[src/lsr_defines.svh]
// Functional notes
// - All registers 32 bits on management port
// - Unlisted addresses are reserved, read zero
// - Offset zero holds ident string and version
// - 24-bit uptime seconds at offset 3, wraps
// - Seconds derived from management clock cycles
// - Per-lane transmit FIFO flags at 4 to 7
// - Per-lane receive FIFO flags at 8 to B
// - MAC clock kHz at C, PAM4 only
// - Recovered clock kHz at offset D
// - Transmit serial clock kHz at offset E
// - External PLL lock per block, unused read one
// - Integrated PLL: MAC lock bit16, TX bit0
// - Per-lane CDR frequency lock at offset 11
// - Reset controller drives PLL power-down output
`ifndef LSR_DEFINES_SVH
`define LSR_DEFINES_SVH

// Register offsets, word indexed on the management port
`define LSR_OFF_IDENT 16'h0000
`define LSR_OFF_LANES 16'h0001
`define LSR_OFF_UPTIME 16'h0003
`define LSR_OFF_TX_EMPTY 16'h0004
`define LSR_OFF_TX_FULL 16'h0005
`define LSR_OFF_TX_LOW 16'h0006
`define LSR_OFF_TX_HIGH 16'h0007
`define LSR_OFF_RX_EMPTY 16'h0008
`define LSR_OFF_RX_FULL 16'h0009
`define LSR_OFF_RX_LOW 16'h000A
`define LSR_OFF_RX_HIGH 16'h000B
`define LSR_OFF_MAC_KHZ 16'h000C
`define LSR_OFF_RECOV_KHZ 16'h000D
`define LSR_OFF_SERIAL_KHZ 16'h000E
`define LSR_OFF_PLL_LOCK 16'h0010
`define LSR_OFF_CDR_LOCK 16'h0011

// Field positions
`define LSR_IDENT_MSB 31
`define LSR_IDENT_LSB 8
`define LSR_VER_MSB 7
`define LSR_UPTIME_MSB 23
`define LSR_PLL_MAC_BIT 16
`define LSR_PLL_TX_BIT 0

// Reset values
`define LSR_DATA_ZERO 32'h0000_0000
`define LSR_UPTIME_RST 24'h00_0000

// Timing: clock period, one second, measuring gate, power-down hold
`define LSR_CLK_PERIOD_NS 25
`define LSR_SECOND_NS 1000000000
`define LSR_GATE_NS 1000000
`define LSR_PD_HOLD_NS 1000
`define LSR_SECOND_CYCLES (`LSR_SECOND_NS / `LSR_CLK_PERIOD_NS)
`define LSR_GATE_CYCLES (`LSR_GATE_NS / `LSR_CLK_PERIOD_NS)
`define LSR_PD_HOLD_CYCLES ((`LSR_PD_HOLD_NS + `LSR_CLK_PERIOD_NS - 1) / `LSR_CLK_PERIOD_NS)

`endif

[src/lsr_pkg.sv]
`default_nettype none
package lsr_pkg;
  // Which PLL arrangement the core was built with
  typedef enum logic {
    LSR_PLL_EXTERNAL = 1'b0,
    LSR_PLL_INTEGRATED = 1'b1
  } lsr_pll_mode_t;

  // Reset controller states for the PLL power-down sequence
  typedef enum logic [1:0] {
    LSR_RC_PWRDN = 2'b00,
    LSR_RC_WAIT = 2'b01,
    LSR_RC_RUN = 2'b10
  } lsr_rc_state_t;
endpackage
`default_nettype wire

[src/lsr_freq_meter.sv]
`timescale 1ns/10ps
`default_nettype none
`include "lsr_defines.svh"

// Counts rising edges of a sampled clock over a fixed gate of mclk.
// A 1 ms gate makes the edge count read directly in kHz.
module lsr_freq_meter #(
  parameter int unsigned GATE_CYCLES = `LSR_GATE_CYCLES
) (
  input wire logic mclk,
  input wire logic sys_rst,
  input wire logic clk_sample,
  output logic [31:0] rate_khz_q
);
  import lsr_pkg::*;

  localparam int GW = $clog2(GATE_CYCLES);

  logic s1_q; // First sync stage, read only by s2_q
  logic s2_q; // Second sync stage
  logic s3_q; // Delayed copy for edge detection
  logic rise; // One-cycle pulse per rising edge
  logic [GW-1:0] gate_q; // Gate cycle counter
  logic gate_end; // Last cycle of the gate
  logic [31:0] edges_q; // Edges seen in this gate

  // Synchroniser; only rates below half of mclk are measured correctly
  always_ff @(posedge mclk or posedge sys_rst)
  begin
    if (sys_rst)
    begin
      s1_q <= 1'b0;
      s2_q <= 1'b0;
      s3_q <= 1'b0;
    end
    else
    begin
      s1_q <= clk_sample;
      s2_q <= s1_q;
      s3_q <= s2_q;
    end
  end

  assign rise = s2_q & ~s3_q;
  assign gate_end = (gate_q == GW'(GATE_CYCLES - 1));

  // Gate timer, free running
  always_ff @(posedge mclk or posedge sys_rst)
  begin
    if (sys_rst)
      gate_q <= '0;
    else if (gate_end)
      gate_q <= '0;
    else
      gate_q <= gate_q + 1'b1;
  end

  // Edge count and result latch at the end of each gate
  always_ff @(posedge mclk or posedge sys_rst)
  begin
    if (sys_rst)
    begin
      edges_q <= `LSR_DATA_ZERO;
      rate_khz_q <= `LSR_DATA_ZERO;
    end
    else if (gate_end)
    begin
      // Edge landing on the last gate cycle still counts
      edges_q <= `LSR_DATA_ZERO;
      rate_khz_q <= edges_q + {31'h0000_0000, rise};
    end
    else
      edges_q <= edges_q + {31'h0000_0000, rise};
  end

  // Result moves only at a gate boundary
  rate_hold_a: assert property (@(posedge mclk) disable iff (sys_rst)
    (rate_khz_q != $past(rate_khz_q)) |-> $past(gate_end))
    else $error("rate changed outside gate end");

endmodule // lsr_freq_meter
`default_nettype wire

[src/lsr_bank.sv]
`timescale 1ns/10ps
`default_nettype none
`include "lsr_defines.svh"

// Read-only status and identification bank of the serial link core,
// plus the power-down side of the external transmit PLL interface.
module lsr_bank #(
  parameter int unsigned NUM_LANES = 4,
  parameter lsr_pkg::lsr_pll_mode_t PLL_MODE = lsr_pkg::LSR_PLL_EXTERNAL,
  parameter bit PAM4_MODE = 1'b0,
  parameter logic [23:0] ID_STRING = 24'h4C4E4B, // Arbitrary value
  parameter logic [7:0] VERSION = 8'h01,
  parameter int unsigned SECOND_CYCLES = `LSR_SECOND_CYCLES,
  parameter int unsigned GATE_CYCLES = `LSR_GATE_CYCLES
) (
  input wire logic mclk,
  input wire logic sys_rst,
  // Management port, word addressed
  input wire logic [15:0] mgmt_address,
  input wire logic mgmt_read,
  input wire logic mgmt_write,
  input wire logic [31:0] mgmt_writedata,
  output logic [31:0] mgmt_readdata,
  output logic mgmt_readdatavalid,
  output logic mgmt_waitrequest,
  // Per-lane FIFO status from the data path
  input wire logic [NUM_LANES-1:0] tx_fifo_empty,
  input wire logic [NUM_LANES-1:0] tx_fifo_full,
  input wire logic [NUM_LANES-1:0] tx_fifo_low,
  input wire logic [NUM_LANES-1:0] tx_fifo_high,
  input wire logic [NUM_LANES-1:0] rx_fifo_empty,
  input wire logic [NUM_LANES-1:0] rx_fifo_full,
  input wire logic [NUM_LANES-1:0] rx_fifo_low,
  input wire logic [NUM_LANES-1:0] rx_fifo_high,
  input wire logic [NUM_LANES-1:0] cdr_cdr_lock_status,
  // Clocks to be measured
  input wire logic mac_clk,
  input wire logic rx_recovered_clk,
  input wire logic [NUM_LANES-1:0] tx_serial_clk,
  // PLL interface
  input wire logic tx_pll_locked,
  input wire logic tx_pll_cal_busy,
  input wire logic mac_pll_locked,
  output logic tx_pll_powerdown
);
  import lsr_pkg::*;

  localparam int SW = $clog2(SECOND_CYCLES);
  localparam int PW = 8;
  localparam logic [PW-1:0] PD_HOLD = PW'(`LSR_PD_HOLD_CYCLES - 1);

  logic [NUM_LANES-1:0] tx_empty_q, tx_full_q, tx_low_q, tx_high_q; // Sampled TX flags
  logic [NUM_LANES-1:0] rx_empty_q, rx_full_q, rx_low_q, rx_high_q; // Sampled RX flags
  logic [NUM_LANES-1:0] cdr_lock_q; // Sampled CDR lock
  logic tx_lock_q; // Sampled TX PLL lock
  logic cal_busy_q; // Sampled calibration busy
  logic mac_lock_q; // Sampled MAC PLL lock
  logic [SW-1:0] tick_q; // Cycles within the current second
  logic sec_tick; // Last cycle of a second
  logic [23:0] uptime_q; // Seconds since reset
  logic [31:0] mac_khz, recov_khz, serial_khz; // Meter results
  logic [31:0] pll_word; // Assembled PLL lock register
  logic [31:0] rd_d; // Decoded read value
  logic [31:0] rd_q; // Read data register
  logic rdv_q; // Read data valid
  lsr_rc_state_t rc_q; // Reset controller state
  logic [PW-1:0] pd_cnt_q; // Power-down hold counter

  // The bank never stalls: every read answers next cycle
  assign mgmt_waitrequest = 1'b0;
  assign mgmt_readdata = rd_q;
  assign mgmt_readdatavalid = rdv_q;

  // Sample status inputs so reads see one coherent clock edge
  always_ff @(posedge mclk or posedge sys_rst)
  begin
    if (sys_rst)
    begin
      tx_empty_q <= '0;
      tx_full_q <= '0;
      tx_low_q <= '0;
      tx_high_q <= '0;
      rx_empty_q <= '0;
      rx_full_q <= '0;
      rx_low_q <= '0;
      rx_high_q <= '0;
      cdr_lock_q <= '0;
      tx_lock_q <= 1'b0;
      cal_busy_q <= 1'b0;
      mac_lock_q <= 1'b0;
    end
    else
    begin
      tx_empty_q <= tx_fifo_empty;
      tx_full_q <= tx_fifo_full;
      tx_low_q <= tx_fifo_low;
      tx_high_q <= tx_fifo_high;
      rx_empty_q <= rx_fifo_empty;
      rx_full_q <= rx_fifo_full;
      rx_low_q <= rx_fifo_low;
      rx_high_q <= rx_fifo_high;
      cdr_lock_q <= cdr_cdr_lock_status;
      tx_lock_q <= tx_pll_locked;
      cal_busy_q <= tx_pll_cal_busy;
      mac_lock_q <= mac_pll_locked;
    end
  end

  // One-second prescaler on the management clock
  assign sec_tick = (tick_q == SW'(SECOND_CYCLES - 1));

  always_ff @(posedge mclk or posedge sys_rst)
  begin
    if (sys_rst)
      tick_q <= '0;
    else if (sec_tick)
      tick_q <= '0;
    else
      tick_q <= tick_q + 1'b1;
  end

  // Uptime seconds; 24 bits wrap naturally after about 194 days
  always_ff @(posedge mclk or posedge sys_rst)
  begin
    if (sys_rst)
      uptime_q <= `LSR_UPTIME_RST;
    else if (sec_tick)
      uptime_q <= uptime_q + 1'b1;
  end

  // Clock rate meters; serial clocks above half of mclk alias
  lsr_freq_meter #(.GATE_CYCLES(GATE_CYCLES)) u_mac_meter (
    .mclk(mclk),
    .sys_rst(sys_rst),
    .clk_sample(mac_clk),
    .rate_khz_q(mac_khz)
  );

  lsr_freq_meter #(.GATE_CYCLES(GATE_CYCLES)) u_recov_meter (
    .mclk(mclk),
    .sys_rst(sys_rst),
    .clk_sample(rx_recovered_clk),
    .rate_khz_q(recov_khz)
  );

  // Lane 0 stands for all lanes, they share one PLL
  lsr_freq_meter #(.GATE_CYCLES(GATE_CYCLES)) u_serial_meter (
    .mclk(mclk),
    .sys_rst(sys_rst),
    .clk_sample(tx_serial_clk[0]),
    .rate_khz_q(serial_khz)
  );

  // PLL lock word per variant
  always_comb
  begin
    if (PLL_MODE == LSR_PLL_EXTERNAL)
    begin
      // Only one transceiver block is used, all others read one
      pll_word = 32'hFFFF_FFFF;
      pll_word[`LSR_PLL_TX_BIT] = tx_lock_q;
    end
    else
    begin
      pll_word = `LSR_DATA_ZERO;
      pll_word[`LSR_PLL_MAC_BIT] = mac_lock_q;
      pll_word[`LSR_PLL_TX_BIT] = tx_lock_q;
    end
  end

  // Read address decode; unlisted offsets read zero
  always_comb
  begin
    rd_d = `LSR_DATA_ZERO;
    if (mgmt_address == `LSR_OFF_IDENT)
      rd_d = {ID_STRING, VERSION};
    else if (mgmt_address == `LSR_OFF_LANES)
      rd_d = 32'(NUM_LANES);
    else if (mgmt_address == `LSR_OFF_UPTIME)
      rd_d = {8'h00, uptime_q};
    else if (mgmt_address == `LSR_OFF_TX_EMPTY)
      rd_d[NUM_LANES-1:0] = tx_empty_q;
    else if (mgmt_address == `LSR_OFF_TX_FULL)
      rd_d[NUM_LANES-1:0] = tx_full_q;
    else if (mgmt_address == `LSR_OFF_TX_LOW)
      rd_d[NUM_LANES-1:0] = tx_low_q;
    else if (mgmt_address == `LSR_OFF_TX_HIGH)
      rd_d[NUM_LANES-1:0] = tx_high_q;
    else if (mgmt_address == `LSR_OFF_RX_EMPTY)
      rd_d[NUM_LANES-1:0] = rx_empty_q;
    else if (mgmt_address == `LSR_OFF_RX_FULL)
      rd_d[NUM_LANES-1:0] = rx_full_q;
    else if (mgmt_address == `LSR_OFF_RX_LOW)
      rd_d[NUM_LANES-1:0] = rx_low_q;
    else if (mgmt_address == `LSR_OFF_RX_HIGH)
      rd_d[NUM_LANES-1:0] = rx_high_q;
    else if (mgmt_address == `LSR_OFF_MAC_KHZ)
      rd_d = PAM4_MODE ? mac_khz : `LSR_DATA_ZERO;
    else if (mgmt_address == `LSR_OFF_RECOV_KHZ)
      rd_d = recov_khz;
    else if (mgmt_address == `LSR_OFF_SERIAL_KHZ)
      rd_d = serial_khz;
    else if (mgmt_address == `LSR_OFF_PLL_LOCK)
      rd_d = pll_word;
    else if (mgmt_address == `LSR_OFF_CDR_LOCK)
      rd_d[NUM_LANES-1:0] = cdr_lock_q;
    else
      rd_d = `LSR_DATA_ZERO;
  end

  // Read response; writes are accepted and dropped
  always_ff @(posedge mclk or posedge sys_rst)
  begin
    if (sys_rst)
    begin
      rd_q <= `LSR_DATA_ZERO;
      rdv_q <= 1'b0;
    end
    else
    begin
      rdv_q <= mgmt_read;
      if (mgmt_read)
        rd_q <= rd_d;
    end
  end

  // Reset controller: hold power-down, then wait for a calm, locked PLL
  always_ff @(posedge mclk or posedge sys_rst)
  begin
    if (sys_rst)
    begin
      rc_q <= LSR_RC_PWRDN;
      pd_cnt_q <= '0;
    end
    else
    begin
      case (rc_q)
        LSR_RC_PWRDN:
        begin
          // Minimum power-down pulse before release
          if (pd_cnt_q == PD_HOLD)
            rc_q <= LSR_RC_WAIT;
          else
            pd_cnt_q <= pd_cnt_q + 1'b1;
        end
        LSR_RC_WAIT:
        begin
          pd_cnt_q <= '0;
          if (tx_lock_q && !cal_busy_q)
            rc_q <= LSR_RC_RUN;
        end
        LSR_RC_RUN:
        begin
          // Loss of lock falls back to waiting, no new power cycle
          if (!tx_lock_q)
            rc_q <= LSR_RC_WAIT;
        end
        default:
          rc_q <= LSR_RC_PWRDN;
      endcase
    end
  end

  // Power-down request is high through reset and the hold phase
  always_ff @(posedge mclk or posedge sys_rst)
  begin
    if (sys_rst)
      tx_pll_powerdown <= 1'b1;
    else
      tx_pll_powerdown <= (rc_q == LSR_RC_PWRDN) && (pd_cnt_q != PD_HOLD);
  end

  // Checks
  rd_latency_a: assert property (@(posedge mclk) disable iff (sys_rst)
    mgmt_read |=> mgmt_readdatavalid)
    else $error("read not answered next cycle");

  write_silent_a: assert property (@(posedge mclk) disable iff (sys_rst)
    (mgmt_write && !mgmt_read) |=> !mgmt_readdatavalid && $stable(mgmt_readdata))
    else $error("write disturbed read port");

  ident_value_a: assert property (@(posedge mclk) disable iff (sys_rst)
    (mgmt_read && mgmt_address == `LSR_OFF_IDENT)
      |=> mgmt_readdata == {ID_STRING, VERSION})
    else $error("ident register wrong");

  reserved_zero_a: assert property (@(posedge mclk) disable iff (sys_rst)
    (mgmt_read && (mgmt_address == 16'h0002 || mgmt_address == 16'h000F))
      |=> mgmt_readdata == `LSR_DATA_ZERO)
    else $error("reserved offset not zero");

  uptime_step_a: assert property (@(posedge mclk) disable iff (sys_rst)
    sec_tick |=> uptime_q == $past(uptime_q) + 24'h00_0001)
    else $error("uptime did not advance");

  uptime_hold_a: assert property (@(posedge mclk) disable iff (sys_rst)
    !sec_tick |=> $stable(uptime_q))
    else $error("uptime moved without tick");

  pll_spare_a: assert property (@(posedge mclk) disable iff (sys_rst)
    (PLL_MODE == LSR_PLL_EXTERNAL && mgmt_read && mgmt_address == `LSR_OFF_PLL_LOCK)
      |=> mgmt_readdata[31:1] == 31'h7FFF_FFFF)
    else $error("unused PLL lock bits not one");

  cdr_lane_a: assert property (@(posedge mclk) disable iff (sys_rst)
    (mgmt_read && mgmt_address == `LSR_OFF_CDR_LOCK)
      |-> ##1 mgmt_readdata[NUM_LANES-1:0] == $past(cdr_cdr_lock_status, 2))
    else $error("CDR lock read mismatch");

  pd_release_a: assert property (@(posedge mclk) disable iff (sys_rst)
    $fell(tx_pll_powerdown) |-> $past(rc_q) == LSR_RC_PWRDN && rc_q == LSR_RC_WAIT)
    else $error("power-down released early");

  pd_stays_a: assert property (@(posedge mclk) disable iff (sys_rst)
    (rc_q != LSR_RC_PWRDN) |=> !tx_pll_powerdown)
    else $error("power-down reasserted");

  ident_read_c: cover property (@(posedge mclk) disable iff (sys_rst)
    mgmt_read && mgmt_address == `LSR_OFF_IDENT ##1 mgmt_readdatavalid);

  sec_tick_c: cover property (@(posedge mclk) disable iff (sys_rst) sec_tick);

  pll_run_c: cover property (@(posedge mclk) disable iff (sys_rst)
    rc_q == LSR_RC_WAIT ##1 rc_q == LSR_RC_RUN);

endmodule // lsr_bank
`default_nettype wire

[config.mk]
export PLATFORM = sky130hd
export DESIGN_NAME = lsr_bank
export DESIGN_NICKNAME = d
export VERILOG_FILES = /design/src/lsr_pkg.sv /design/src/lsr_freq_meter.sv /design/src/lsr_bank.sv
export VERILOG_INCLUDE_DIRS = /design/src
export SDC_FILE = /design/constraint.sdc
export NUM_CORES = 1
export LEC_CHECK = 0
export CORE_MARGIN = 4
export CORE_UTILIZATION = 55
export CTS_BUF_LIST = sky130_fd_sc_hd__clkbuf_16
export DETAILED_ROUTE_END_ITERATION = 6
export DONT_BUFFER_PORTS = 1
export PLACE_DENSITY = 0.73
export REMOVE_ABC_BUFFERS = 1
export SYNTH_ARGS = -nofsm -noshare
export SYNTH_HDL_FRONTEND = slang
export SYNTH_SLANG_ARGS = --single-unit
export TNS_END_PERCENT = 5
[constraint.sdc]
create_clock -name mclk -period 9 [get_ports mclk]
set_input_delay 1.35 -clock mclk [delete_from_list [all_inputs] [get_ports mclk]]
set_output_delay 1.35 -clock mclk [all_outputs]
set_load 0.02 [all_outputs]
* Word level (Yosys, flattened, before mapping)
Cells that the tools add are included. W data, S select, Z words.
Storage, ports and cells: register bits 298, ROM bits 0, bits in writable memories 0, word-level logic and storage cells 110, bits of input ports 97, memories 0, bits in latches 0
Operators by class: $mul 0, shifts and indexed selects 0, reduce and logical (&&, ||, !) cells 8, $add $sub $neg 7, bitwise logic cells 4, magnitude comparators 0, multiplexer cells 35, div/mod/pow operators 0, equal/unequal tests 26
Operators with widths (number):
- $mux W32 | 9
- $mux W28 | 8
- $eq A16 B4 Y1 const B | 7
- $add A32 B1 Y32 | 2
- $eq A16 B3 Y1 const B | 4
- $mux W4 | 9
- $add A16 B1 Y16 const B | 2
- $eq A16 B16 Y1 const B | 2
- $eq A16 B5 Y1 const B | 2
- $mux W16 | 2
- $add A26 B1 Y26 const B | 1
- $eq A26 B26 Y1 const B | 1
- $mux W26 | 1
- $add A24 B1 Y24 const B | 1
- $eq A16 B1 Y1 const B | 1
- $eq A16 B2 Y1 const B | 1
- $logic_not A16 Y1 | 1
- $pmux W8 S2 | 1
- $add A8 B1 Y8 const B | 1
- $eq A8 B6 Y1 const B | 1
- $mux W8 | 1
- $ne A2 B2 Y1 const B | 4
- $ne A8 B6 Y1 const B | 1
- $mux W2 | 3
- other kinds (11) | 14

* Depth between registers and ports, before layout
Gate-level depths: netlist (run 1).
depth after elaboration 17, depth in mapped cells 9

* Cells and area by module
A second synthesis (run 1) with hierarchy kept.
Second synthesis, totals: cells, all modules 1273, area total of the unflattened synthesis 13411.6 µm²
Modules (own cells, without submodules):
- lsr_bank | cells an instance 597, area each 6195.9 µm², times used 1
- lsr_freq_meter at u_recov_meter | cells an instance 341, area each 3634.7 µm², times used 1
- lsr_freq_meter at u_serial_meter | cells an instance 335, area each 3580.9 µm², times used 1

* Worst setup path before layout (run 1)
OpenSTA, ideal clock, no wires.
path kind input to register, start point in mgmt_address[9], end point reg rd_q[26], in the netlist mgmt_readdata[26], stages on the path 9, slack 5.694 ns, setup time 0.136 ns, required time 8.864 ns, arrival 3.171 ns, cell sequence or4_1 > or3_1 > buf_6 > nor3_2 > buf_4 > buf_6 > o211ai_4 > o22ai_1 > a21oi_1
On the way: longest elaborated chain between the ends 16
RTL lines:
- from (decl) | line lsr_bank.sv:19 | input wire logic [15:0] mgmt_address,
- $eq A16 B5 Y1 (no source line)
- $mux W32 | line lsr_bank.sv:203 | else if (mgmt_address == `LSR_OFF_PLL_LOCK)
- $mux W32 | line lsr_bank.sv:201 | else if (mgmt_address == `LSR_OFF_SERIAL_KHZ)
- $mux W32 | line lsr_bank.sv:199 | else if (mgmt_address == `LSR_OFF_RECOV_KHZ)
- $mux W32 | line lsr_bank.sv:197 | else if (mgmt_address == `LSR_OFF_MAC_KHZ)
- $mux W28 | line lsr_bank.sv:195 | else if (mgmt_address == `LSR_OFF_RX_HIGH)
- $mux W28 | line lsr_bank.sv:193 | else if (mgmt_address == `LSR_OFF_RX_LOW)
- $mux W28 | line lsr_bank.sv:191 | else if (mgmt_address == `LSR_OFF_RX_FULL)
- $mux W28 | line lsr_bank.sv:189 | else if (mgmt_address == `LSR_OFF_RX_EMPTY)
- $mux W28 | line lsr_bank.sv:187 | else if (mgmt_address == `LSR_OFF_TX_HIGH)
- $mux W28 | line lsr_bank.sv:185 | else if (mgmt_address == `LSR_OFF_TX_LOW)
- $mux W28 | line lsr_bank.sv:183 | else if (mgmt_address == `LSR_OFF_TX_FULL)
- $mux W28 | line lsr_bank.sv:181 | else if (mgmt_address == `LSR_OFF_TX_EMPTY)
- $mux W32 | line lsr_bank.sv:179 | else if (mgmt_address == `LSR_OFF_UPTIME)
- $mux W32 | line lsr_bank.sv:177 | else if (mgmt_address == `LSR_OFF_LANES)
- $mux W32 (*) | line lsr_bank.sv:175 | if (mgmt_address == `LSR_OFF_IDENT)
- to (signal assigned) | line lsr_bank.sv:216 | rd_q <= `LSR_DATA_ZERO;
- to (signal assigned) | line lsr_bank.sv:223 | rd_q <= rd_d;
- to (decl) | line lsr_bank.sv:64 | logic [31:0] rd_q;
Mark *: on every way between the ends. The rest lies on a longest branch, timed or not. A chain may end at the register's enable or synchronous reset.

* Final worst setup path (run 1)
start point in mgmt_address[9], end point reg rd_q[9], in the netlist mgmt_readdata[9]
Same word-level chain as after synthesis.

==> reports/results.ini, run 1 <==
[status]
run_status = finished clean

[synth]
synth_compound_gate_area_share_pct = 11.2
synth_area_leaders = dfrtp_1 57%, xor2_1 5.1%, nand2_1 4.1%
synth-xor-area-share_pct = 8.71
netlist_area_mm2 = 0.0131
synth_enable_flop_cells = 0
postSynth.asyncResetShare_pct = 100
synth_sequential_area_ratio_pct = 57.1
synthesis.instances = 1258
synth_top_family_by_area = simple AND/OR/NAND/NOR gates
netlist-cell-type-count = 68
synth_area_leader_cell = dfrtp_1
yosys.area_share.adder_pct = 0.862
avgSynthCellArea_um2 = 10.4
ys_ff_latch = 298
synth_simple_gate_area_share_pct = 19.2
synth_top_area_share_pct = 56.9
yosys_most_used_dff = dfrtp_1
muxShareOfSynthArea_pct = 0.316
syn_warnings = 0

[routing]
antenna_violating_nets_post_route = 0
pre_antenna_drt_iters = 6
count_of_vias_placed_by_the_detailed_router = 9463
vias_per_cell = 5.96
wire_per_inst_um = 19.0
detail_route.iter0.violations = 830
drt_wl_total_um = 30300
number_of_remaining_drc_errors = 0

[global_routing]
globalRouteTotalUtil_pct = 23.0
grt_max_degree = 80
vias_in_the_first_global_route = 9267
grt_first_pass_wirelength_um = 49200
initial_antenna_violation_count = 1
overflow = 0

[final_layout]
layout-drive-gt1-share_pct = 6.15
stdcell_count = 1589
post-route-cell-area_mm2 = 0.0142
area_overhead_of_the_layout_relative_to_synthesis_pct = 9.03
num-nets-final = 1353

[power_and_ir_drop]
total_leakage_power_nw = 6.35
irDropWorstVdd_uv = 131
power_per_cell_area_mw_per_mm2 = 193
power.total_mw = 2.75

[clock_network]
cts_sinks = 298
cts_hold_repair.buffers = 0
clk_transition_reported_paths_ps = 60
postCtsResizedCells = 0
ctsHtreeMaxLevel = 1
cts.root.buffer_cell = clkbuf_16
tritoncts = built
insertion_delay_ps = 550
cts_buffers = 31
postCtsSetupBuffers = 0
clk_path_buf_depth = 3

[timing]
hold_viol_final = 0
slew-limit-headroom_pct = 34.5
worstMarginPinSlew_ps = 983
fin_crit_sh_pct = 40.6
fin_skew_ps = 14.4
finalHoldWorstSlack_ps = 361
rsz0062_at_grt = no
period_minus_slack_ps = 3660
finalSetupViolations = 0
clock.fmax_mhz = 273
fin_setup_tns_ps = 0
finalMaxSlewViolations = 0

[placement]
port_buffers = 0
gp_congestion = 0.837
dpl.cell_count = 1533
postPlaceCellArea_mm2 = 0.0133
place.detailed.hpwl_um = 20400

[worst_setup_path]
end_kind = register
worst_ep_required_time_ps = 9460
crit_arrival_ps = 4120
worst-setup-path-type = in2reg
timing.critical_path.fanout_max = 16
worst-r2r-cell-count = 8
startpoint_type = input port

[worst_hold_path]
holdCritPathClass = reg2reg
timing.hold.worst_path_depth = 0

[run]
timing.max_cap.violations = 0

[floorplanning]
num_io_pins = 132
die_area_mm2 = 0.0263
die-width_um = 162
die-height_um = 162
cell_row_count = 56
core_region_area_mm2 = 0.0234
initial_core_util_pct = 55.8

-- layer usage --
| layer | track usage, % | up-vias | part of all wire (%) |
|---|---|---|---|
| li1 | - | 4391 | - |
| met1 | 33.0 | 4702 | 43 |
| met2 | 36.7 | 327 | 47 |
| met3 | 4.36 | 43 | 8.1 |
| met4 | 5.84 | 0 | 2.0 |
| met5 | 0 | - | 0 |
-- per-stage QoR --
stage                     worst slack, ps  utilization [%]
final                                5340             60.9
after global routing                 5320             60.9
after CTS                            5380             60.9
after detailed placement             4810             57.0
after global placement               4840             57.0
after floorplan                      -581                -
-- layout by cell type (no fill, tap or decap), drive strengths merged, types with 16 or more instances in the layout --
| cell type | netlist | layout |
|---|---|---|
| o21ai | 105 | 105 |
| a21oi | 39 | 39 |
| nor3 | 18 | 18 |
| inv | 17 | 23 |
| dfrtp | 297 | 297 |
| clkbuf | 44 | 31 |
| nor2 | 137 | 137 |
| clkinv | 1 | 16 |
| xor2 | 76 | 76 |
| nand2 | 141 | 141 |
| a221oi | 18 | 18 |
| nand4 | 33 | 33 |
| nand3 | 60 | 60 |
| xnor2 | 54 | 54 |
| and3 | 35 | 35 |
-- logic make-up after synthesis --
group                    after synthesis
adder cells (fa/ha/maj)                9
AND/OR/NAND/NOR                      508
buffers and inverters                 77
AO/OA/AOI/OAI                        231
flip-flops                           298
multiplexers                           4
XOR/XNOR                             130
other                                  1
-- area by class of cell --
cell class | count | area, um2
flip-flops and latches | 298 | 7460
fillers | 1929 | 9160
multi-input cells | 883 | 5300
well taps | 319 | 399
diodes | 2 | 5.00
repair buffers | 15 | 113
inverters | 18 | 75.1
clock inverters | 23 | 125
clock buffers | 31 | 776
-- state kept, by name, summed over array words and instances (netlist names), 2 cells and up --
signal	flops
rx_full_q	4
rx_empty_q	4
tick_q	26
rx_high_q	4
uptime_q	24
u_serial_meter.gate_q	16
cdr_lock_q	4
u_recov_meter.gate_q	16
u_recov_meter.edges_q	32
rx_low_q	4
tx_low_q	4
pd_cnt_q	8
u_serial_meter.edges_q	32
u_recov_meter.rate_khz_q	32
tx_empty_q	4
tx_full_q	4
tx_high_q	4
mgmt_readdata	32
rc_q	2
u_serial_meter.rate_khz_q	32
-- where the power goes --
part           internal [mW]  switching (mW)  total, mW
Sequential              1.39          0.0511       1.44
Clock                  0.645           0.505       1.15
Combinational         0.0534           0.100      0.154
Total                   2.09           0.656       2.75
-- synthesized netlist by cell type (3+ instances only) --
cell type	n
nand2_1	141
nand3_1	60
a211oi_1	3
nor3_1	14
nor4b_1	4
nand2b_1	8
and3_1	35
nand4_1	33
nor4_1	11
dfrtp_1	297
a222oi_1	8
nor2_1	137
xnor2_1	54
o21ai_1	6
and2_1	11
o2bb2ai_1	7
or2_2	3
a31oi_1	4
o22ai_1	8
clkbuf_1	44
mux2i_1	3
a21o_1	6
buf_2	6
o21ai_0	98
and4_1	13
inv_1	17
buf_6	5
nor2b_1	8
or4_1	5
or3_1	8
a22oi_1	11
ha_1	9
a221oi_1	18
xor2_1	76
a21oi_1	39
a32oi_1	3
-- worst max-delay path: stages --
cell and delay [ps]:
or4_1 630, or3_1 670, nor3_2 870, a222oi_1 350, a21oi_1 240
-- worst paths after layout --
path,slack [ps],from,endpoint
setup / recovery,5340,mgmt_address[9],mgmt_readdata[9]$_DFFE_PP0P_
setup reg to reg,6200,tick_q[0]$_DFF_PP0_,uptime_q[21]$_DFFE_PP0N_
min in group asynchronous,710,sys_rst,tick_q[8]$_DFF_PP0_
hold / removal,360,u_recov_meter.s1_q$_DFF_PP0_,u_recov_meter.s2_q$_DFF_PP0_
hold reg to reg,360,u_recov_meter.s1_q$_DFF_PP0_,u_recov_meter.s2_q$_DFF_PP0_
max in group asynchronous,6200,sys_rst,u_serial_meter.edges_q[25]$_DFF_PP0_
No activity file was read; power rests on OpenSTA's default activity.
==> inputs of run 2 (changes only) <==
==> constraint.sdc (replaced) <==
create_clock -name mclk -period 3.3 [get_ports mclk]
set_input_delay 0.495 -clock mclk [delete_from_list [all_inputs] [get_ports mclk]]
set_output_delay 0.495 -clock mclk [all_outputs]
set_load 0.02 [all_outputs]
==> run 2 against run 1 <==
Compared with the run above:
- clock-buffer cell count did not move
- largest power group unchanged
- critical endpoint is now u_recov_meter.rate_khz_q[30]$_DFFE_PP0N_
- cell count rose by 3.2%
- die area did not move
==> reports/results.ini, run 2 (synthesized netlist as in run 1, its figures left out) <==
[status]
run_status = finished clean  ; unchanged

[timing]
hold_viol_final = 0  ; unchanged
finalMaxSlewViolations = 0  ; unchanged
fin_setup_tns_ps = 0  ; unchanged
clock.fmax_mhz = 383
slew-limit-headroom_pct = 34.2  ; was 34.5%
fin_crit_sh_pct = 79.0
finalSetupViolations = 0  ; unchanged
rsz0062_at_grt = no  ; unchanged
timing.final.ws_setup_ps = 692  ; was 5340 ps
period_minus_slack_ps = 2610
worstMarginPinSlew_ps = 986  ; was 983 ps
fin_skew_ps = 15.6  ; was 14.4 ps

[routing]
detail_route.iter0.violations = 946  ; was 830
antenna_violating_nets_post_route = 0  ; unchanged
vias_per_cell = 5.95  ; was 5.96
pre_antenna_drt_iters = 5  ; was 6
count_of_vias_placed_by_the_detailed_router = 9765  ; was 9463
number_of_remaining_drc_errors = 0  ; unchanged
drt_wl_total_um = 31500  ; was 30300 um
wire_per_inst_um = 19.2  ; was 19.0 um

[power_and_ir_drop]
power_per_cell_area_mw_per_mm2 = 516  ; was 193 mW/mm2
power.combinational.fraction_pct = 6.1  ; was 5.6%
internal_power_mw = 5.84  ; was 2.09 mW
switchingPower_mw = 1.82  ; was 656 uW
clock_power_share_pct = 42.5  ; was 41.9%
irDropWorstVdd_uv = 359  ; was 131 uV
switching_share_of_power_pct = 23.8  ; was 23.9%
power.total_mw = 7.66  ; was 2.75 mW
total_leakage_power_nw = 6.61  ; was 6.35 nW
seqPwrFrac_pct = 51.4  ; was 52.5%

[final_layout]
num-nets-final = 1404  ; was 1353
stdcell_count = 1640  ; was 1589
final_cell_mix = 297 x dfrtp_1, 141 x nand2_1, 137 x nor2_1  ; unchanged
diodes = 0  ; was 2
filler_cell_count = 1870  ; was 1929
layout.cells.most_common = dfrtp_1  ; unchanged
post-route-cell-area_mm2 = 0.0148  ; was 0.0142 mm2
area_overhead_of_the_layout_relative_to_synthesis_pct = 13.6  ; was 9.03%
layout-drive-gt1-share_pct = 6.96  ; was 6.15%

[clock_network]
cts_buffers = 31  ; unchanged
cts.root.buffer_cell = clkbuf_16  ; unchanged
insertion_delay_ps = 560  ; was 550 ps
clk_transition_reported_paths_ps = 60  ; about the same
ctsHtreeMaxLevel = 1  ; unchanged
tritoncts = built  ; unchanged
postCtsResizedCells = 0  ; unchanged
clk_path_buf_depth = 3  ; unchanged
cts_sinks = 298  ; unchanged
postCtsSetupBuffers = 0  ; unchanged

[placement]
port_buffers = 0  ; unchanged
gp_congestion = 0.853  ; was 0.837
place.detailed.hpwl_um = 20500  ; was 20400 um
postPlaceCellArea_mm2 = 0.0135  ; was 0.0133 mm2
dpl.cell_count = 1542  ; was 1533
dpl_worst_slack_ps = 456  ; was 4810 ps

[floorplanning]
cell_row_count = 56  ; unchanged
core_region_area_mm2 = 0.0234  ; unchanged
initial_core_util_pct = 55.8  ; unchanged
die-width_um = 162  ; unchanged
num_io_pins = 132  ; unchanged
die_area_mm2 = 0.0263  ; unchanged
die-height_um = 162  ; unchanged

[worst_setup_path]
startpoint_type = register  ; was input port
end_kind = register  ; unchanged
worst_ep_required_time_ps = 3750  ; was 9460 ps
worst-setup-path-type = reg2reg  ; was in2reg
crit_arrival_ps = 3060  ; was 4120 ps
timing.critical_path.fanout_max = 26  ; was 16

[global_routing]
grt_first_pass_wirelength_um = 51800  ; was 49200 um
grt_max_degree = 93  ; was 80
vias_in_the_first_global_route = 9908  ; was 9267
overflow = 0  ; unchanged
globalRouteTotalUtil_pct = 24.2  ; was 23.0%
initial_antenna_violation_count = 0  ; was 1

[worst_hold_path]
holdCritPathClass = in2reg  ; was reg2reg

[run]
timing.max_cap.violations = 0  ; unchanged

-- run 2: final cells by class --
class	count	area (um2)	area share, %
timing repair buffer	66	663	4.47
clock inverter	25	176	1.19
clock buffer	31	776	5.23
inverter	18	75.1	0.506
tap	319	399	2.69
multi-input combinational	883	5300	35.7
sequential	298	7460	50.2
-- run 2: critical path, stage by stage, from the launching register on --
cell and delay, ps:
dfrtp_1 420, or4b_2 720, or4_1 990, o21ai_0 370
-- run 2: routing by layer --
metal	wire, um	vias to the layer above	track usage (%)	part of all wire, %
li1	-	4508	-	-
met1	13400	4808	33.1	43
met2	14600	375	39.0	46
met3	2540	74	5.71	8.1
met4	944	0	7.38	3.0
met5	0	-	0	0
-- run 2: worst paths after layout --
path | from | endpoint | slack (ps) | cells past startpoint
worst max-delay path | u_recov_meter.gate_q[7]$_DFF_PP0_ | u_recov_meter.rate_khz_q[30]$_DFFE_PP0N_ | 690 | 3
worst min-delay path | mgmt_read | mgmt_readdata[14]$_DFFE_PP0P_ | 100 | 2
worst max register to register | u_recov_meter.gate_q[7]$_DFF_PP0_ | u_recov_meter.rate_khz_q[30]$_DFFE_PP0N_ | 690 | 3
worst min register to register | u_recov_meter.s1_q$_DFF_PP0_ | u_recov_meter.s2_q$_DFF_PP0_ | 350 | 0
max in group asynchronous | sys_rst | u_recov_meter.edges_q[23]$_DFF_PP0_ | 1890 | 3
min in group asynchronous | sys_rst | u_recov_meter.s1_q$_DFF_PP0_ | 540 | 2
-- run 2: stage by stage --
step	hold slack, ps	util [%]
final	96.1	63.4
after global routing	96.6	63.4
after CTS	78.3	63.4
after detailed placement	341	57.6
after global placement	334	57.6
after floorplan	331	-
-- run 2: what timing repair did --
item	in CTS	in global routing
endpoints found under the hold margin	129	0
hold buffers	42	0
endpoints found under the setup margin	0	0
-- run 2: power groups by stage --
stage          Combinational (mW)  Clock (mW)  Sequential [mW]
6_report                    0.468        3.26             3.94
5_1_grt                     0.540        3.48             3.95
4_1_cts                     0.473        3.32             3.93
3_5_place_dp                0.426           0             4.00
3_3_place_gp                0.420           0             3.99
2_1_floorplan               0.326           0             3.97
==> inputs of run 3 (changes only) <==
--- a/config.mk
+++ b/config.mk
@@ -11,7 +11,7 @@
 export CTS_BUF_LIST = sky130_fd_sc_hd__clkbuf_16
 export DETAILED_ROUTE_END_ITERATION = 6
 export DONT_BUFFER_PORTS = 1
-export PLACE_DENSITY = 0.73
+export PLACE_DENSITY = 0.7
 export REMOVE_ABC_BUFFERS = 1
 export SYNTH_ARGS = -nofsm -noshare
 export SYNTH_HDL_FRONTEND = slang
==> constraint.sdc (replaced) <==
create_clock -name mclk -period 2.6 [get_ports mclk]
set_input_delay 0.39 -clock mclk [delete_from_list [all_inputs] [get_ports mclk]]
set_output_delay 0.39 -clock mclk [all_outputs]
set_load 0.02 [all_outputs]
==> run 3 against run 2 <==
Compared with the run above:
- via count up 1.0%
- cell area up 2.3%
- power up 34%
- combinational power up 34%
- critical path depth up 6
- critical endpoint is now uptime_q[20]$_DFFE_PP0N_
==> reports/results.ini, run 3 (synthesized netlist as in run 1, its figures left out) <==
[status]
run_status = finished clean  ; unchanged

[global_routing]
vias_in_the_first_global_route = 9973  ; was 9908
grt_max_degree = 77  ; was 93
grtUsageMet2_pct = 39.6  ; was 39.0%
met3_usage_pct = 4.92  ; was 5.71%
grt_first_pass_wirelength_um = 52000  ; was 51800 um
globalRouteTotalUtil_pct = 24.4  ; was 24.2%
overflow = 0  ; unchanged
gr-max-usage-layer = met2  ; unchanged
initial_antenna_violation_count = 1  ; was 0
gr-usage-met1_pct = 34.0  ; was 33.1%

[worst_setup_path]
timing.critical_path.fanout_max = 13  ; was 26
worst-setup-path-type = reg2reg  ; unchanged
crit_arrival_ps = 2700  ; was 3060 ps
worst_ep_required_time_ps = 2990  ; was 3750 ps
end_kind = register  ; unchanged
startpoint_type = register  ; unchanged

[timing]
fin_skew_ps = 14.9  ; was 15.6 ps
hold_viol_final = 0  ; unchanged
clock.fmax_mhz = 432  ; was 383 MHz
finalSetupViolations = 0  ; unchanged
finalMaxSlewViolations = 0  ; unchanged
worstMarginPinSlew_ps = 739  ; was 986 ps
period_minus_slack_ps = 2310  ; was 2610 ps
fin_crit_sh_pct = 88.9  ; was 79.0%
rsz0062_at_grt = no  ; unchanged
timing.final.ws_setup_ps = 287  ; was 692 ps
slew-limit-headroom_pct = 50.6  ; was 34.2%

[floorplanning]
die-width_um = 162  ; unchanged
cell_row_count = 56  ; unchanged
die-height_um = 162  ; unchanged
num_io_pins = 132  ; unchanged
die_area_mm2 = 0.0263  ; unchanged
initial_core_util_pct = 55.8  ; unchanged
core_region_area_mm2 = 0.0234  ; unchanged

[clock_network]
cts.root.buffer_cell = clkbuf_16  ; unchanged
clk_transition_reported_paths_ps = 60  ; about the same
cts_sinks = 298  ; unchanged
ctsHtreeMaxLevel = 2  ; was 1
insertion_delay_ps = 500  ; was 560 ps
tritoncts = built  ; unchanged
cts_buffers = 34  ; was 31
clk_path_buf_depth = 3  ; unchanged

[final_layout]
diodes = 0  ; unchanged
post-route-cell-area_mm2 = 0.0152  ; was 0.0148 mm2
final_cell_mix = 297 x dfrtp_1, 141 x nand2_1, 137 x nor2_1  ; unchanged
filler_cell_count = 1847  ; was 1870
layout-drive-gt1-share_pct = 8.82  ; was 6.96%
area_overhead_of_the_layout_relative_to_synthesis_pct = 16.2  ; was 13.6%
layout.cells.most_common = dfrtp_1  ; unchanged
area_of_combinational_cells_with_multiple_inputs_mm2 = 0.00530  ; unchanged
final-seq-area_mm2 = 0.00746  ; unchanged
num-nets-final = 1431  ; was 1404

[routing]
number_of_remaining_drc_errors = 0  ; unchanged
pre_antenna_drt_iters = 7  ; was 5
drt_wl_total_um = 31600  ; was 31500 um
count_of_vias_placed_by_the_detailed_router = 9866  ; was 9765
detail_route.iter0.violations = 938  ; was 946
vias_per_cell = 5.91  ; was 5.95
antenna_violating_nets_post_route = 0  ; unchanged
wire_per_inst_um = 19.0  ; was 19.2 um

[placement]
postPlaceCellArea_mm2 = 0.0137  ; was 0.0135 mm2
dpl_worst_slack_ps = 93.2  ; was 456 ps
place.detailed.hpwl_um = 21400  ; was 20500 um
port_buffers = 0  ; unchanged
gp_congestion = 0.863  ; was 0.853

[run]
timing.max_cap.violations = 0  ; unchanged

[power_and_ir_drop]
irDropWorstVdd_uv = 556  ; was 359 uV
total_leakage_power_nw = 6.81  ; was 6.61 nW
power_per_cell_area_mw_per_mm2 = 677  ; was 516 mW/mm2

[worst_hold_path]
holdCritPathClass = in2reg  ; unchanged

run 3: cell types whose count changed in the layout (fill, tap and decap cells not counted):
cell / previous run / this run
clkinvlp_4: 3 / 0
inv_1: 23 / 21
inv_6: 2 / 0
clkinv_4: 0 / 1
bufinv_16: 2 / 3
clkinv_1: 5 / 8
buf_4: 19 / 42
clkbuf_16: 31 / 37
buf_12: 5 / 6
run 3: stage by stage:
step	std cells	hold slack (ps)	setup TNS, ps	total power [mW]	util, %
after global placement	1566	348	0	5.62	58.4
after floorplan	1199	331	-1948390	5.45	-
after detailed placement	1566	351	0	5.64	58.4
after CTS	1668	46.5	0	10.4	64.9
final	1668	56.8	0	10.3	64.9
after global routing	1668	60.2	0	10.7	64.9
run 3: worst paths after layout:
path,startpoint,end,slack [ps],depth (start not counted)
max,tick_q[0]$_DFF_PP0_,uptime_q[20]$_DFFE_PP0N_,290,9
min,mgmt_read,mgmt_readdata[8]$_DFFE_PP0P_,60,2
max reg2reg,tick_q[0]$_DFF_PP0_,uptime_q[20]$_DFFE_PP0N_,290,9
min reg2reg,u_recov_meter.s2_q$_DFF_PP0_,u_recov_meter.s3_q$_DFF_PP0_,370,0
max in group asynchronous,sys_rst,uptime_q[19]$_DFFE_PP0N_,1360,3
min in group asynchronous,sys_rst,rc_q[1]$_DFFE_PP0P_,460,2
run 3: metal layers:
| metal | vias to the layer above | routed length [um] |
|---|---|---|
| met5 | - | 0 |
| met4 | 0 | 705 |
| met3 | 62 | 2220 |
| met2 | 344 | 14700 |
| met1 | 4895 | 14000 |
| li1 | 4565 | - |
run 3: layout make-up:
| type | instances | area share (%) |
|---|---|---|
| repair buffers | 90 | 5.63 |
| well taps | 319 | 2.63 |
| flip-flops and latches | 298 | 49.1 |
| clock inverters | 23 | 1.18 |
| multi-input cells | 883 | 34.9 |
| inverters | 18 | 0.494 |
| clock buffers | 37 | 6.10 |
run 3: timing repair:
item | CTS | global route
setup endpoints to repair | 0 | 0
hold buffers | 42 | 0
buffers inserted | 0 | 0
endpoints found under the hold margin | 112 | 0
gates resized for setup | 0 | 0
run 3: worst max-delay path: stages (launching register included):
cell	delay (ps)
dfrtp_1	400
ha_1	220
and3_1	240
nand4_1	180
nor3_2	280
buf_4	180
buf_4	210
and3_1	240
nand3_1	110
xnor2_1	140
run 3: power breakdown:
group          total, mW  internal [mW]  switching (mW)
combinational      0.626          0.255           0.371
sequential          5.00           4.82           0.177
clock               4.65           2.85            1.80
